===== src/core/idr_regs.svh =====
// Offsets, field positions, reset values and timing figures of the ID tag byte reader
`ifndef IDR_REGS_SVH
`define IDR_REGS_SVH
`define IDR_CLK_NS        5
`define IDR_SETTLE_NS     3000000
`define IDR_T0_MS         10
`define IDR_T1_MS         50
`define IDR_T2_MS         100
`define IDR_MS_NS         1000000
`define IDR_FILT_CYC      4
`define IDR_REG_STATUS    4'h0
`define IDR_REG_CFG       4'h4
`define IDR_REG_FLASH     4'h8
`define IDR_FLASH_RST     24'h2FAF08
`define IDR_ERR_XMIT      0
`define IDR_ERR_NOCAR     2
`define IDR_ERR_ADDR      3
`define IDR_ERR_INPUT     6
`define IDR_ERR_HW        7
`endif


===== src/core/idr_pkg.sv =====
// Types shared by the ID tag byte reader
package idr_pkg;
  typedef enum logic {
    MODE_AUTO = 1'b0,
    MODE_SYNC = 1'b1
  } idr_mode_e;
  typedef enum logic [1:0] {
    TIME_0    = 2'b00,
    TIME_1    = 2'b01,
    TIME_2    = 2'b10,
    TIME_HOLD = 2'b11
  } idr_time_e;
  typedef enum logic [1:0] {
    ST_IDLE   = 2'b00,
    ST_ACCESS = 2'b01,
    ST_SETTLE = 2'b10,
    ST_HOLD   = 2'b11
  } idr_state_e;
endpackage


===== src/core/idr_reader.sv =====
// Read-only ID tag byte reader: access control, output pulses and indicators
//
// Contract
// - Address is left hex switch as upper digit, right switch as lower digit.
// - Access mode and output time are taken at power-up only.
// - Auto mode reads as soon as a carrier enters, no trigger needed.
// - Auto mode reads a carrier that stays present only once until suppress is released.
// - Auto mode re-arms when carrier leaves or suppress is released.
// - Sync mode idles until trigger, then tries one read at once.
// - Sync trigger without carrier flags code bit 2 and pulses failure.
// - Any error forces all eight data outputs to zero.
// - Success and failure outputs last the selected output time.
// - Hold setting keeps result until suppress (auto) or trigger (sync).
// - Success rises 3 ms after the byte appears on the data outputs.
// - Data outputs hold until next access, an error or suppress.
// - Suppress forces the data outputs to zero.
// - Auto mode failed read pulses failure and clears the data.
// - Green indicators mirror the read byte until the next read or an error.
// - Red indicator of the error code bit flashes until the next read.
// - Address beyond the carrier capacity reports code bit 3.
// - A carrier exchange that ends badly reports code bit 0.
// - Unstable host inputs report code bit 6.
// - Switch between positions or internal fault reports code bit 7.
`timescale 1ns/1ps
`include "idr_regs.svh"
module idr_reader #(
  parameter logic [31:0] SETTLE_CYC = `IDR_SETTLE_NS / `IDR_CLK_NS,
  parameter logic [31:0] T0_CYC     = `IDR_T0_MS * (`IDR_MS_NS / `IDR_CLK_NS),
  parameter logic [31:0] T1_CYC     = `IDR_T1_MS * (`IDR_MS_NS / `IDR_CLK_NS),
  parameter logic [31:0] T2_CYC     = `IDR_T2_MS * (`IDR_MS_NS / `IDR_CLK_NS)
) (
  input  wire logic              clk,
  input  wire logic              reset_n,
  input  wire logic [3:0]        addr_hi_sw,
  input  wire logic [3:0]        addr_lo_sw,
  input  wire idr_pkg::idr_mode_e mode_sw,
  input  wire idr_pkg::idr_time_e time_sw,
  input  wire logic              sw_between,
  input  wire logic              cpu_fault,
  input  wire logic              trigger_in,
  input  wire logic              suppress_in,
  input  wire logic              carrier_present,
  input  wire logic [7:0]        carrier_last_addr,
  input  wire logic              acc_done,
  input  wire logic              acc_ok,
  input  wire logic [7:0]        acc_data,
  input  wire logic [3:0]        reg_addr,
  input  wire logic [15:0]       reg_wdata,
  input  wire logic              reg_wr,
  input  wire logic              reg_rd,
  output logic [15:0]            reg_rdata,
  output logic                   acc_req,
  output logic [7:0]             acc_addr,
  output logic [7:0]             read_byte_out,
  output logic                   ok_out,
  output logic                   fail_out,
  output logic [7:0]             led_green,
  output logic [7:0]             led_red
);
  import idr_pkg::*;

  // ****************************************
  // Input conditioning
  // ****************************************
  logic [2:0] raw;
  logic [2:0] filt;
  logic [2:0] glitch;
  assign raw = {carrier_present, suppress_in, trigger_in};

  genvar gi;
  generate
    for (gi = 0; gi < 3; gi++) begin : g_in
      idr_in_filter #(.N(`IDR_FILT_CYC)) u_filt (
        .clk     (clk),
        .reset_n (reset_n),
        .din     (raw[gi]),
        .q       (filt[gi]),
        .glitch  (glitch[gi])
      );
    end
  endgenerate

  wire trig_f = filt[0];
  wire sup_f  = filt[1];
  wire car_f  = filt[2];

  logic trig_d_r;
  logic sup_d_r;
  wire  trig_rise = trig_f && !trig_d_r;
  wire  sup_rise  = sup_f && !sup_d_r;
  wire  sup_fall  = !sup_f && sup_d_r;

  // ****************************************
  // Power-up straps
  // ****************************************
  // Straps are taken on the first edge after release, never by the reset itself
  logic      captured_r;
  idr_mode_e mode_r;
  idr_time_e time_r;
  logic      sw_bad_r;

  always_ff @(posedge clk or negedge reset_n) begin
    if (!reset_n) begin
      captured_r <= 1'b0;
      mode_r     <= MODE_AUTO;
      time_r     <= TIME_0;
      sw_bad_r   <= 1'b0;
    end else if (!captured_r) begin
      captured_r <= 1'b1;
      mode_r     <= mode_sw;
      time_r     <= time_sw;
      sw_bad_r   <= sw_between;
    end
  end

  wire is_auto  = (mode_r == MODE_AUTO);
  wire hold_sel = (time_r == TIME_HOLD);

  // ****************************************
  // Access decisions
  // ****************************************
  idr_state_e st_r;
  idr_state_e st_nxt;
  logic       armed_r;
  logic       unstable_r;
  logic [7:0] err_r;
  logic [7:0] err_pre;
  logic [7:0] err_code;
  logic [31:0] out_cyc;

  wire [7:0] addr_sel = {addr_hi_sw, addr_lo_sw};
  wire idle = (st_r == ST_IDLE) && captured_r;

  wire start_auto = idle && is_auto && armed_r && car_f && !sup_f;
  wire start_sync = idle && !is_auto && trig_rise;
  wire begin_acc  = start_auto || start_sync;

  always_comb begin
    err_pre = 8'h00;
    err_pre[`IDR_ERR_HW]    = sw_bad_r || cpu_fault;
    err_pre[`IDR_ERR_INPUT] = unstable_r;
    err_pre[`IDR_ERR_ADDR]  = addr_sel > carrier_last_addr;
    err_pre[`IDR_ERR_NOCAR] = !is_auto && !car_f;
  end

  wire pre_fail = begin_acc && (err_pre != 8'h00);
  wire acc_end  = (st_r == ST_ACCESS) && acc_done;
  wire acc_fail = acc_end && !acc_ok;
  wire ev_read  = acc_end && acc_ok;
  wire ev_err   = pre_fail || acc_fail;

  assign err_code = pre_fail ? err_pre : (8'h01 << `IDR_ERR_XMIT);

  logic tmr_done;
  wire  ev_ok   = (st_r == ST_SETTLE) && tmr_done;
  wire  rel_ev  = is_auto ? sup_rise : trig_rise;
  wire  release_out = (st_r == ST_HOLD) && (hold_sel ? rel_ev : tmr_done);

  always_comb begin
    unique case (time_r)
      TIME_0:    out_cyc = T0_CYC;
      TIME_1:    out_cyc = T1_CYC;
      TIME_2:    out_cyc = T2_CYC;
      TIME_HOLD: out_cyc = 32'h0;
    endcase
  end

  // Timer serves both the settle gap and the output pulse
  wire        tmr_load = ev_read || ((ev_ok || ev_err) && !hold_sel);
  wire [31:0] tmr_val  = ev_read ? SETTLE_CYC - 32'h1 : out_cyc - 32'h1;

  idr_down_timer u_tmr (
    .clk     (clk),
    .reset_n (reset_n),
    .load    (tmr_load),
    .value   (tmr_val),
    .done    (tmr_done)
  );

  always_comb begin
    st_nxt = st_r;
    unique case (st_r)
      ST_IDLE: begin
        if (ev_err) begin
          st_nxt = ST_HOLD;
        end else if (begin_acc) begin
          st_nxt = ST_ACCESS;
        end
      end
      ST_ACCESS: begin
        if (acc_fail) begin
          st_nxt = ST_HOLD;
        end else if (ev_read) begin
          st_nxt = ST_SETTLE;
        end
      end
      ST_SETTLE: begin
        if (tmr_done) begin
          st_nxt = ST_HOLD;
        end
      end
      ST_HOLD: begin
        if (release_out) begin
          st_nxt = ST_IDLE;
        end
      end
    endcase
  end

  // ****************************************
  // Register port
  // ****************************************
  logic [23:0] flash_div_r;
  logic [15:0] rd_mux;

  always_comb begin
    unique case (reg_addr)
      `IDR_REG_STATUS: rd_mux = {err_r, read_byte_out};
      `IDR_REG_CFG:    rd_mux = {11'h000, armed_r, st_r, time_r[0], mode_r};
      `IDR_REG_FLASH:  rd_mux = flash_div_r[23:8];
      default:         rd_mux = 16'h0000;
    endcase
  end

  // ****************************************
  // State and outputs
  // ****************************************
  logic [23:0] flash_cnt_r;
  logic        flash_ph_r;
  wire         flash_wrap = (flash_cnt_r >= flash_div_r);

  always_ff @(posedge clk or negedge reset_n) begin
    if (!reset_n) begin
      st_r       <= ST_IDLE;
      trig_d_r   <= 1'b0;
      sup_d_r    <= 1'b0;
      reg_rdata  <= 16'h0000;
      flash_div_r <= `IDR_FLASH_RST;
    end else begin
      st_r      <= st_nxt;
      trig_d_r  <= trig_f;
      sup_d_r   <= sup_f;
      reg_rdata <= reg_rd ? rd_mux : 16'h0000;
      if (reg_wr && (reg_addr == `IDR_REG_FLASH)) begin
        flash_div_r <= {reg_wdata, 8'hFF};
      end
    end
  end

  always_ff @(posedge clk or negedge reset_n) begin
    if (!reset_n) begin
      armed_r <= 1'b1;
    end else if (start_auto) begin
      armed_r <= 1'b0;
    end else if (!car_f || sup_fall) begin
      armed_r <= 1'b1;
    end
  end

  // New glitch wins over the clear of the one being reported
  always_ff @(posedge clk or negedge reset_n) begin
    if (!reset_n) begin
      unstable_r <= 1'b0;
    end else begin
      unstable_r <= (glitch != 3'b000) || (unstable_r && !begin_acc);
    end
  end

  always_ff @(posedge clk or negedge reset_n) begin
    if (!reset_n) begin
      acc_req  <= 1'b0;
      acc_addr <= 8'h00;
    end else begin
      acc_req  <= begin_acc && !pre_fail;
      acc_addr <= begin_acc ? addr_sel : acc_addr;
    end
  end

  always_ff @(posedge clk or negedge reset_n) begin
    if (!reset_n) begin
      read_byte_out <= 8'h00;
    end else if (ev_err || sup_f) begin
      read_byte_out <= 8'h00;
    end else if (ev_read) begin
      read_byte_out <= acc_data;
    end
  end

  always_ff @(posedge clk or negedge reset_n) begin
    if (!reset_n) begin
      ok_out   <= 1'b0;
      fail_out <= 1'b0;
    end else begin
      ok_out   <= ev_ok || (ok_out && !release_out);
      fail_out <= ev_err || (fail_out && !release_out);
    end
  end

  always_ff @(posedge clk or negedge reset_n) begin
    if (!reset_n) begin
      err_r     <= 8'h00;
      led_green <= 8'h00;
    end else if (ev_err) begin
      err_r     <= err_code;
      led_green <= 8'h00;
    end else if (ev_read) begin
      err_r     <= 8'h00;
      led_green <= acc_data;
    end
  end

  always_ff @(posedge clk or negedge reset_n) begin
    if (!reset_n) begin
      flash_cnt_r <= 24'h000000;
      flash_ph_r  <= 1'b0;
      led_red     <= 8'h00;
    end else begin
      flash_cnt_r <= flash_wrap ? 24'h000000 : flash_cnt_r + 24'h000001;
      flash_ph_r  <= flash_wrap ? !flash_ph_r : flash_ph_r;
      led_red     <= err_r & {8{flash_ph_r}};
    end
  end

  logic [31:0] since_read_r;
  always_ff @(posedge clk or negedge reset_n) begin
    if (!reset_n) begin
      since_read_r <= 32'h0;
    end else begin
      since_read_r <= ev_read ? 32'h1 : since_read_r + 32'h1;
    end
  end
endmodule


===== src/core/idr_in_filter.sv =====
// Two-flop synchroniser and run-length filter for one host input
`timescale 1ns/1ps
module idr_in_filter #(
  parameter int N = 4
) (
  input  wire logic clk,
  input  wire logic reset_n,
  input  wire logic din,
  output logic      q,
  output logic      glitch
);
  logic       s1_r;
  logic       s2_r;
  logic [7:0] cnt_r;

  // Glitch: input moved, then came back before it was accepted
  always_ff @(posedge clk or negedge reset_n) begin
    if (!reset_n) begin
      s1_r   <= 1'b0;
      s2_r   <= 1'b0;
      cnt_r  <= 8'h00;
      q      <= 1'b0;
      glitch <= 1'b0;
    end else begin
      s1_r   <= din;
      s2_r   <= s1_r;
      glitch <= (s2_r == q) && (cnt_r != 8'h00);
      if (s2_r == q) begin
        cnt_r <= 8'h00;
      end else if (cnt_r == 8'(N - 1)) begin
        cnt_r <= 8'h00;
        q     <= s2_r;
      end else begin
        cnt_r <= cnt_r + 8'h01;
      end
    end
  end
endmodule


===== src/core/idr_down_timer.sv =====
// Loadable down counter; done pulses one cycle after the count reaches one
`timescale 1ns/1ps
module idr_down_timer (
  input  wire logic        clk,
  input  wire logic        reset_n,
  input  wire logic        load,
  input  wire logic [31:0] value,
  output logic             done
);
  logic [31:0] cnt_r;

  always_ff @(posedge clk or negedge reset_n) begin
    if (!reset_n) begin
      cnt_r <= 32'h0;
      done  <= 1'b0;
    end else begin
      done <= !load && (cnt_r == 32'h1);
      if (load) begin
        cnt_r <= value;
      end else if (cnt_r != 32'h0) begin
        cnt_r <= cnt_r - 32'h1;
      end
    end
  end
endmodule


===== config.mk =====
export PLATFORM = sky130hd
export DESIGN_NAME = idr_reader
export DESIGN_NICKNAME = d
export VERILOG_FILES = /design/src/core/idr_pkg.sv /design/src/core/idr_reader.sv /design/src/core/idr_in_filter.sv /design/src/core/idr_down_timer.sv
export VERILOG_INCLUDE_DIRS = /design/src /design/src/core
export SDC_FILE = /design/constraint.sdc
export NUM_CORES = 1
export LEC_CHECK = 0
export BUFFER_PORTS_ARGS = -buffer_cell sky130_fd_sc_hd__buf_4
export CORE_MARGIN = 1.5
export CORE_UTILIZATION = 50
export CTS_CLUSTER_DIAMETER = 40
export CTS_CLUSTER_SIZE = 10
export DETAILED_ROUTE_END_ITERATION = 7
export PLACE_DENSITY = 0.73
export SETUP_SLACK_MARGIN = 0.15
export SYNTH_ARGS = -nofsm -noshare
export SYNTH_HDL_FRONTEND = slang
export SYNTH_SLANG_ARGS = --single-unit

===== constraint.sdc =====
create_clock -name clk -period 2.8 [get_ports clk]
set_input_delay 0.28 -clock clk [delete_from_list [all_inputs] [get_ports clk]]
set_output_delay 0.28 -clock clk [all_outputs]
set_load 0.005 [all_outputs]

**Word level (Yosys, flattened, before mapping)**

Cells that the tools add are included.

- Register bits after elaboration: 187
- Input bits: 58
- Output and inout port bits: 51

- Order comparisons: 2
- Add/sub/neg operators: 6
- Multiplexer cells: 30
- Equality and inequality tests: 19
- Bitwise logic cells: 5
- Reduce and logical (&&, ||, !) cells: 65

Operator list:

| kind | count |
|---|---|
| 32-bit case mux with 4 select lines | 1 |
| 32-bit 2-to-1 mux | 3 |
| 8-bit 2-to-1 mux | 12 |
| 32-bit by 1-bit subtractor with 32-bit output (second input constant) | 2 |
| 16-bit case mux with 3 select lines | 1 |
| 32-bit by 1-bit == test with 1-bit output (second input constant) | 1 |
| 32-bit nonzero test | 1 |
| 8-bit nonzero test | 4 |
| 1-bit logical AND | 27 |
| 24-bit by 1-bit adder with 24-bit output (second input constant) | 1 |
| 8-bit by 1-bit adder with 8-bit output (second input constant) | 3 |
| 8-bit by 2-bit == test with 1-bit output (second input constant) | 3 |
| 24-bit >= comparator | 1 |
| 24-bit 2-to-1 mux | 1 |
| 16-bit 2-to-1 mux | 1 |
| 2-bit 2-to-1 mux | 6 |
| 1-bit zero test | 11 |
| 1-bit logical OR | 10 |
| 8-bit bitwise AND | 1 |
| 2-bit == test (second input constant) | 4 |
| 8-bit greater-than comparator | 1 |
| 2-bit case mux with 4 select lines | 1 |
| 2-bit nonzero test | 4 |
| 3-bit != test (second input constant) | 2 |
| other kinds (13) | 25 |

**Logic depth before layout (Yosys ltp)**

- Depth in word-level cells: 14
- Mapped depth: 9
- Gate-level depth less buffers: 8

**Hierarchy**

Synthesis repeated with hierarchy kept, for this count alone.

- Cell total of the unflattened synthesis: 890
- Area total of the unflattened synthesis: 9218.8 µm²

By module, submodules not included:

| module | cells each | area an instance (µm²) | times used | seq. area each (µm²) |
|---|---|---|---|---|
| idr_reader | 512 | 5406.4 | 1 | 2667.6 |
| idr_down_timer | 228 | 2063.2 | 1 | 825.8 |
| idr_in_filter | 50 | 583.1 | 3 | 300.3 |

**Worst setup path before layout**

Ideal clock, no wire load.

- Path kind: register to register
- Start: register u_tmr.cnt_r[19]
- End: register u_tmr.cnt_r[25]
- Cell stages (with the launch flop): 9
- Path slack: 162 ps
- Buffers on the path: 2
- Data arrival time: 2504 ps
- Data required time: 2666 ps
- Cells stage by stage: dfrtp_1 > or4_4 > or4_4 > buf_6 > or3_1 > buf_2 > or3_1 > xor2_1 > o22ai_2

- Longest elaborated chain between the ends: 3
- Elaborated cells between the ends (all ways): 5
- Those cells by class: add/sub (1); mux (2); reduce/logical (2)

Ends and longest elaborated chain:

| what | line | RTL |
|---|---|---|
| start, declared | idr_down_timer.sv:10 | `logic [31:0] cnt_r;` |
| start signal, assigned | idr_down_timer.sv:19 | `cnt_r <= value;` |
| start signal, assigned | idr_down_timer.sv:21 | `cnt_r <= cnt_r - 32'h1;` |
| 32-bit by 1-bit subtractor with 32-bit output | idr_down_timer.sv:21 |  |
| 32-bit 2-to-1 mux | idr_down_timer.sv:20 | `end else if (cnt_r != 32'h0) begin` |
| 32-bit 2-to-1 mux | idr_down_timer.sv:18 | `if (load) begin` |

Parallel ways exist; a longest one is shown, timed or not. The select of a mux whose other input is x is not followed.
A chain may end at the register's enable or synchronous reset.

**Worst setup path after layout**

Ends and elaborated chain as after synthesis.

==> results.ini <==
[power]
ir_drop_mv=0.506
power_density_mw_per_mm2=777
p_leak_nw=5.06
totalPowerFinal_mw=8.11

[cells_and_area]
layout_commonest_cell=dfrtp_1
n_antenna_cell=0
final.fill_count=1357
final_cell_mix=163 x dfrtp_1, 131 x buf_4, 100 x nor2_1
drive_above_1_share=0.219
syn_to_final_growth_pct=21.3
final_nets=1079

[worst_hold_path]
holdPathStages=3
hold_class=in2reg
hp-start=addr_hi_sw[2]
hold_end=acc_addr[6]$_DFFE_PN0P_

[detailed_routing]
wl_per_cell_um=16.6
dr.pass1.iters=4
vias=6530
via_per_inst=5.43
antenna_left=0
drc=0
drtIter0Drc=424
wirelength_um=19900

[worst_setup_path]
slowest_stage=or4_4
worst_setup_path_start_kind=register
r2r_cells=6
cp_cell_sequence=or4_4, or4_4, or3_1, or3_1, xor2_1, o22ai_2
cp.required_ns=3.10
endpoint_kind=register
critical_path_class=reg2reg
cpPeakStageDelay_ns=0.55
crit_fanout=8
r2r_start=u_tmr.cnt_r[19]$_DFFE_PN0P_
cp.arrival_ns=2.84
r2r_slack_ns=0.26
r2r-end=u_tmr.cnt_r[25]$_DFFE_PN0P_

[clock_network]
cts_inserted_buffers=17
path_clk_slew_ns=0.07
clkLatencyLatePin_ns=0.42
cts-root-buf=clkbuf_16
cts_sinks=175
cts_tree=built
clockBufferDepth=2
htreeDepth=4

[timing]
fin_crit_ns=2.54
setup_ws_ns=0.259
finalSetupViolations=0
tns_ns=0
clock-skew-final_ns=0.0107
max_slew.worst_pin.slew_ns=0.765
hold_viol_final=0
rsz0062_at_grt=false
slew_viol_final=0
period_share=0.907
max_freq_mhz=394
slew_headroom=0.490

[yosys]
syn_avg_cell_area_um2=10.3
ys_ff_latch=175
synth_async_sr_flop_share=1.00
syn_inst=838
yosys_warnings=0
synth-edff-count=0
yosysUniqueCellTypes=60
synth_area_mm2=0.00861
seq_area_frac_synth=0.510
synth_flop_cell=dfrtp_1

[place]
portBuffers=105
dp_hpwl_um=14300
pre_cts_slack_ns=0.218
gp_congestion=0.823

[floorplanning]
coreArea_mm2=0.0167
die-area_mm2=0.0180
chipWidth_um=134
ios=109
rows=47
initial_core_util=0.516
die_y_um=134

[flow_run]
max_cap_viol_count=0

[outcome]
status=finished, final reports clean

[global_routing]
grt_pass1_wl_um=32500
grt_overflow_total=0
grtUsageTotal=0.229
grt_pass1_vias=6495
grt_start_max_net_pins=84
antenna_found_initial=0

flip-flops by register name, summed over array words and instances (netlist names), 2 cells and up:
| register | cells |
|---|---|
| g_in.u_filt.cnt_r | 24 |
| g_in.u_filt.s2_r | 3 |
| acc_addr | 8 |
| st_r | 2 |
| flash_cnt_r | 24 |
| led_red | 5 |
| g_in.u_filt.q | 3 |
| led_green | 8 |
| time_r | 2 |
| err_r | 5 |
| read_byte_out | 8 |
| g_in.u_filt.glitch | 3 |
| flash_div_r | 17 |
| reg_rdata | 16 |
| g_in.u_filt.s1_r | 3 |
| u_tmr.cnt_r | 32 |
cell families after synthesis:
group,after synthesis,share of synthesized area
AO/OA/AOI/OAI,107,0.0788
other,2,0.000872
AND/OR/NAND/NOR,319,0.177
buffers and inverters,72,0.0344
adder cells (fa/ha/maj),51,0.0741
flip-flops,175,0.510
multiplexers,45,0.0561
XOR/XNOR,67,0.0682
worst max path at each step:
stage,startpoint,to,slack [ns],depth (start not counted)
detailed placement,u_tmr.cnt_r[13]$_DFFE_PN0P_,u_tmr.cnt_r[6]$_DFFE_PN0P_,0.22,7
floorplan,u_tmr.cnt_r[19]$_DFFE_PN0P_,u_tmr.cnt_r[25]$_DFFE_PN0P_,0.16,8
CTS,u_tmr.cnt_r[13]$_DFFE_PN0P_,u_tmr.cnt_r[6]$_DFFE_PN0P_,0.15,7
finish,u_tmr.cnt_r[19]$_DFFE_PN0P_,u_tmr.cnt_r[25]$_DFFE_PN0P_,0.26,6
global placement,u_tmr.cnt_r[13]$_DFFE_PN0P_,u_tmr.cnt_r[6]$_DFFE_PN0P_,0.22,7
global route,u_tmr.cnt_r[11]$_DFFE_PN0P_,u_tmr.cnt_r[6]$_DFFE_PN0P_,0.15,7
through the flow:
step	instances	cell area (µm²)	hold slack, ns	util
after floorplan	840	8620	-0.0156	-
after global placement	1165	9770	0.333	0.585
final	1203	10400	0.0600	0.625
after CTS	1201	10400	0.0396	0.623
after global routing	1203	10400	0.0600	0.625
after detailed placement	1165	9770	0.335	0.585
repair_timing:
item / in CTS / in global routing
resized for setup: 0 / 5
buffers inserted: 0 / 2
hold buffers: 4 / 0
endpoints found under the hold margin: 81 / 0
endpoints found under the setup margin: 0 / 36
cell usage after synthesis, drive strengths merged, types with 2 or more instances:
| master | instances | area (µm²) |
|---|---|---|
| a21o | 5 | 37.5 |
| nor2b | 5 | 31.3 |
| conb | 2 | 7.51 |
| or4 | 7 | 61.3 |
| xnor2 | 32 | 280 |
| or3 | 7 | 43.8 |
| a21oi | 44 | 220 |
| nand2b | 2 | 12.5 |
| nand2 | 90 | 338 |
| xor2 | 35 | 307 |
| or2 | 5 | 31.3 |
| nand4 | 13 | 81.3 |
| nand3 | 27 | 135 |
| mux2i | 19 | 190 |
| clkbuf | 17 | 63.8 |
| dfstp | 12 | 315 |
| o31ai | 6 | 45.0 |
| mux2 | 26 | 293 |
| dfrtp | 163 | 4080 |
| o22ai | 14 | 93.8 |
| nor4 | 13 | 96.3 |
| buf | 9 | 60.1 |
| o32ai | 3 | 26.3 |
| nor3 | 15 | 75.1 |
| a22o | 3 | 26.3 |
| a2111oi | 2 | 17.5 |
| ha | 51 | 638 |
| nor2 | 100 | 375 |
| and4 | 4 | 35.0 |
| nand3b | 2 | 15.0 |
| o21ai | 12 | 60.1 |
| inv | 46 | 173 |
| o211ai | 2 | 15.0 |
| and2 | 11 | 68.8 |
| a211o | 2 | 17.5 |
| a211oi | 2 | 15.0 |
| and3 | 14 | 87.6 |
metal layers:
metal,track usage,share of wire,vias up
met1,0.313,0.46,3190
met2,0.366,0.47,172
met3,0.0446,0.045,24
met4,0.0830,0.018,0
met5,0,0,-
li1,-,-,3144
worst max-delay path: cells and delay by family, from the launching register on:
kind                      cells  cell delay, ns
and+or+nand+nor               4            1.77
DFF                           1            0.39
xor gates and xnor gates      1            0.17
AOI/OAI and AO/OA             1            0.08
final cells by class:
type                    count  area, µm²  share of cell area
repair buffers            137       1050               0.101
flip-flops and latches    175       4390               0.421
inverters                  46        173              0.0165
clock inverters             8        105              0.0101
multi-input cells         593       3950               0.378
clock buffers              24        492              0.0471
well taps                 220        275              0.0264
where the power goes:
group | internal [mW] | total, mW | switching [mW]
registers | 3.11 | 3.63 | 0.522
clock network | 1.41 | 2.39 | 0.976
logic | 0.998 | 2.09 | 1.09
total | 5.52 | 8.11 | 2.59
Power figures use the tool's default switching activity.
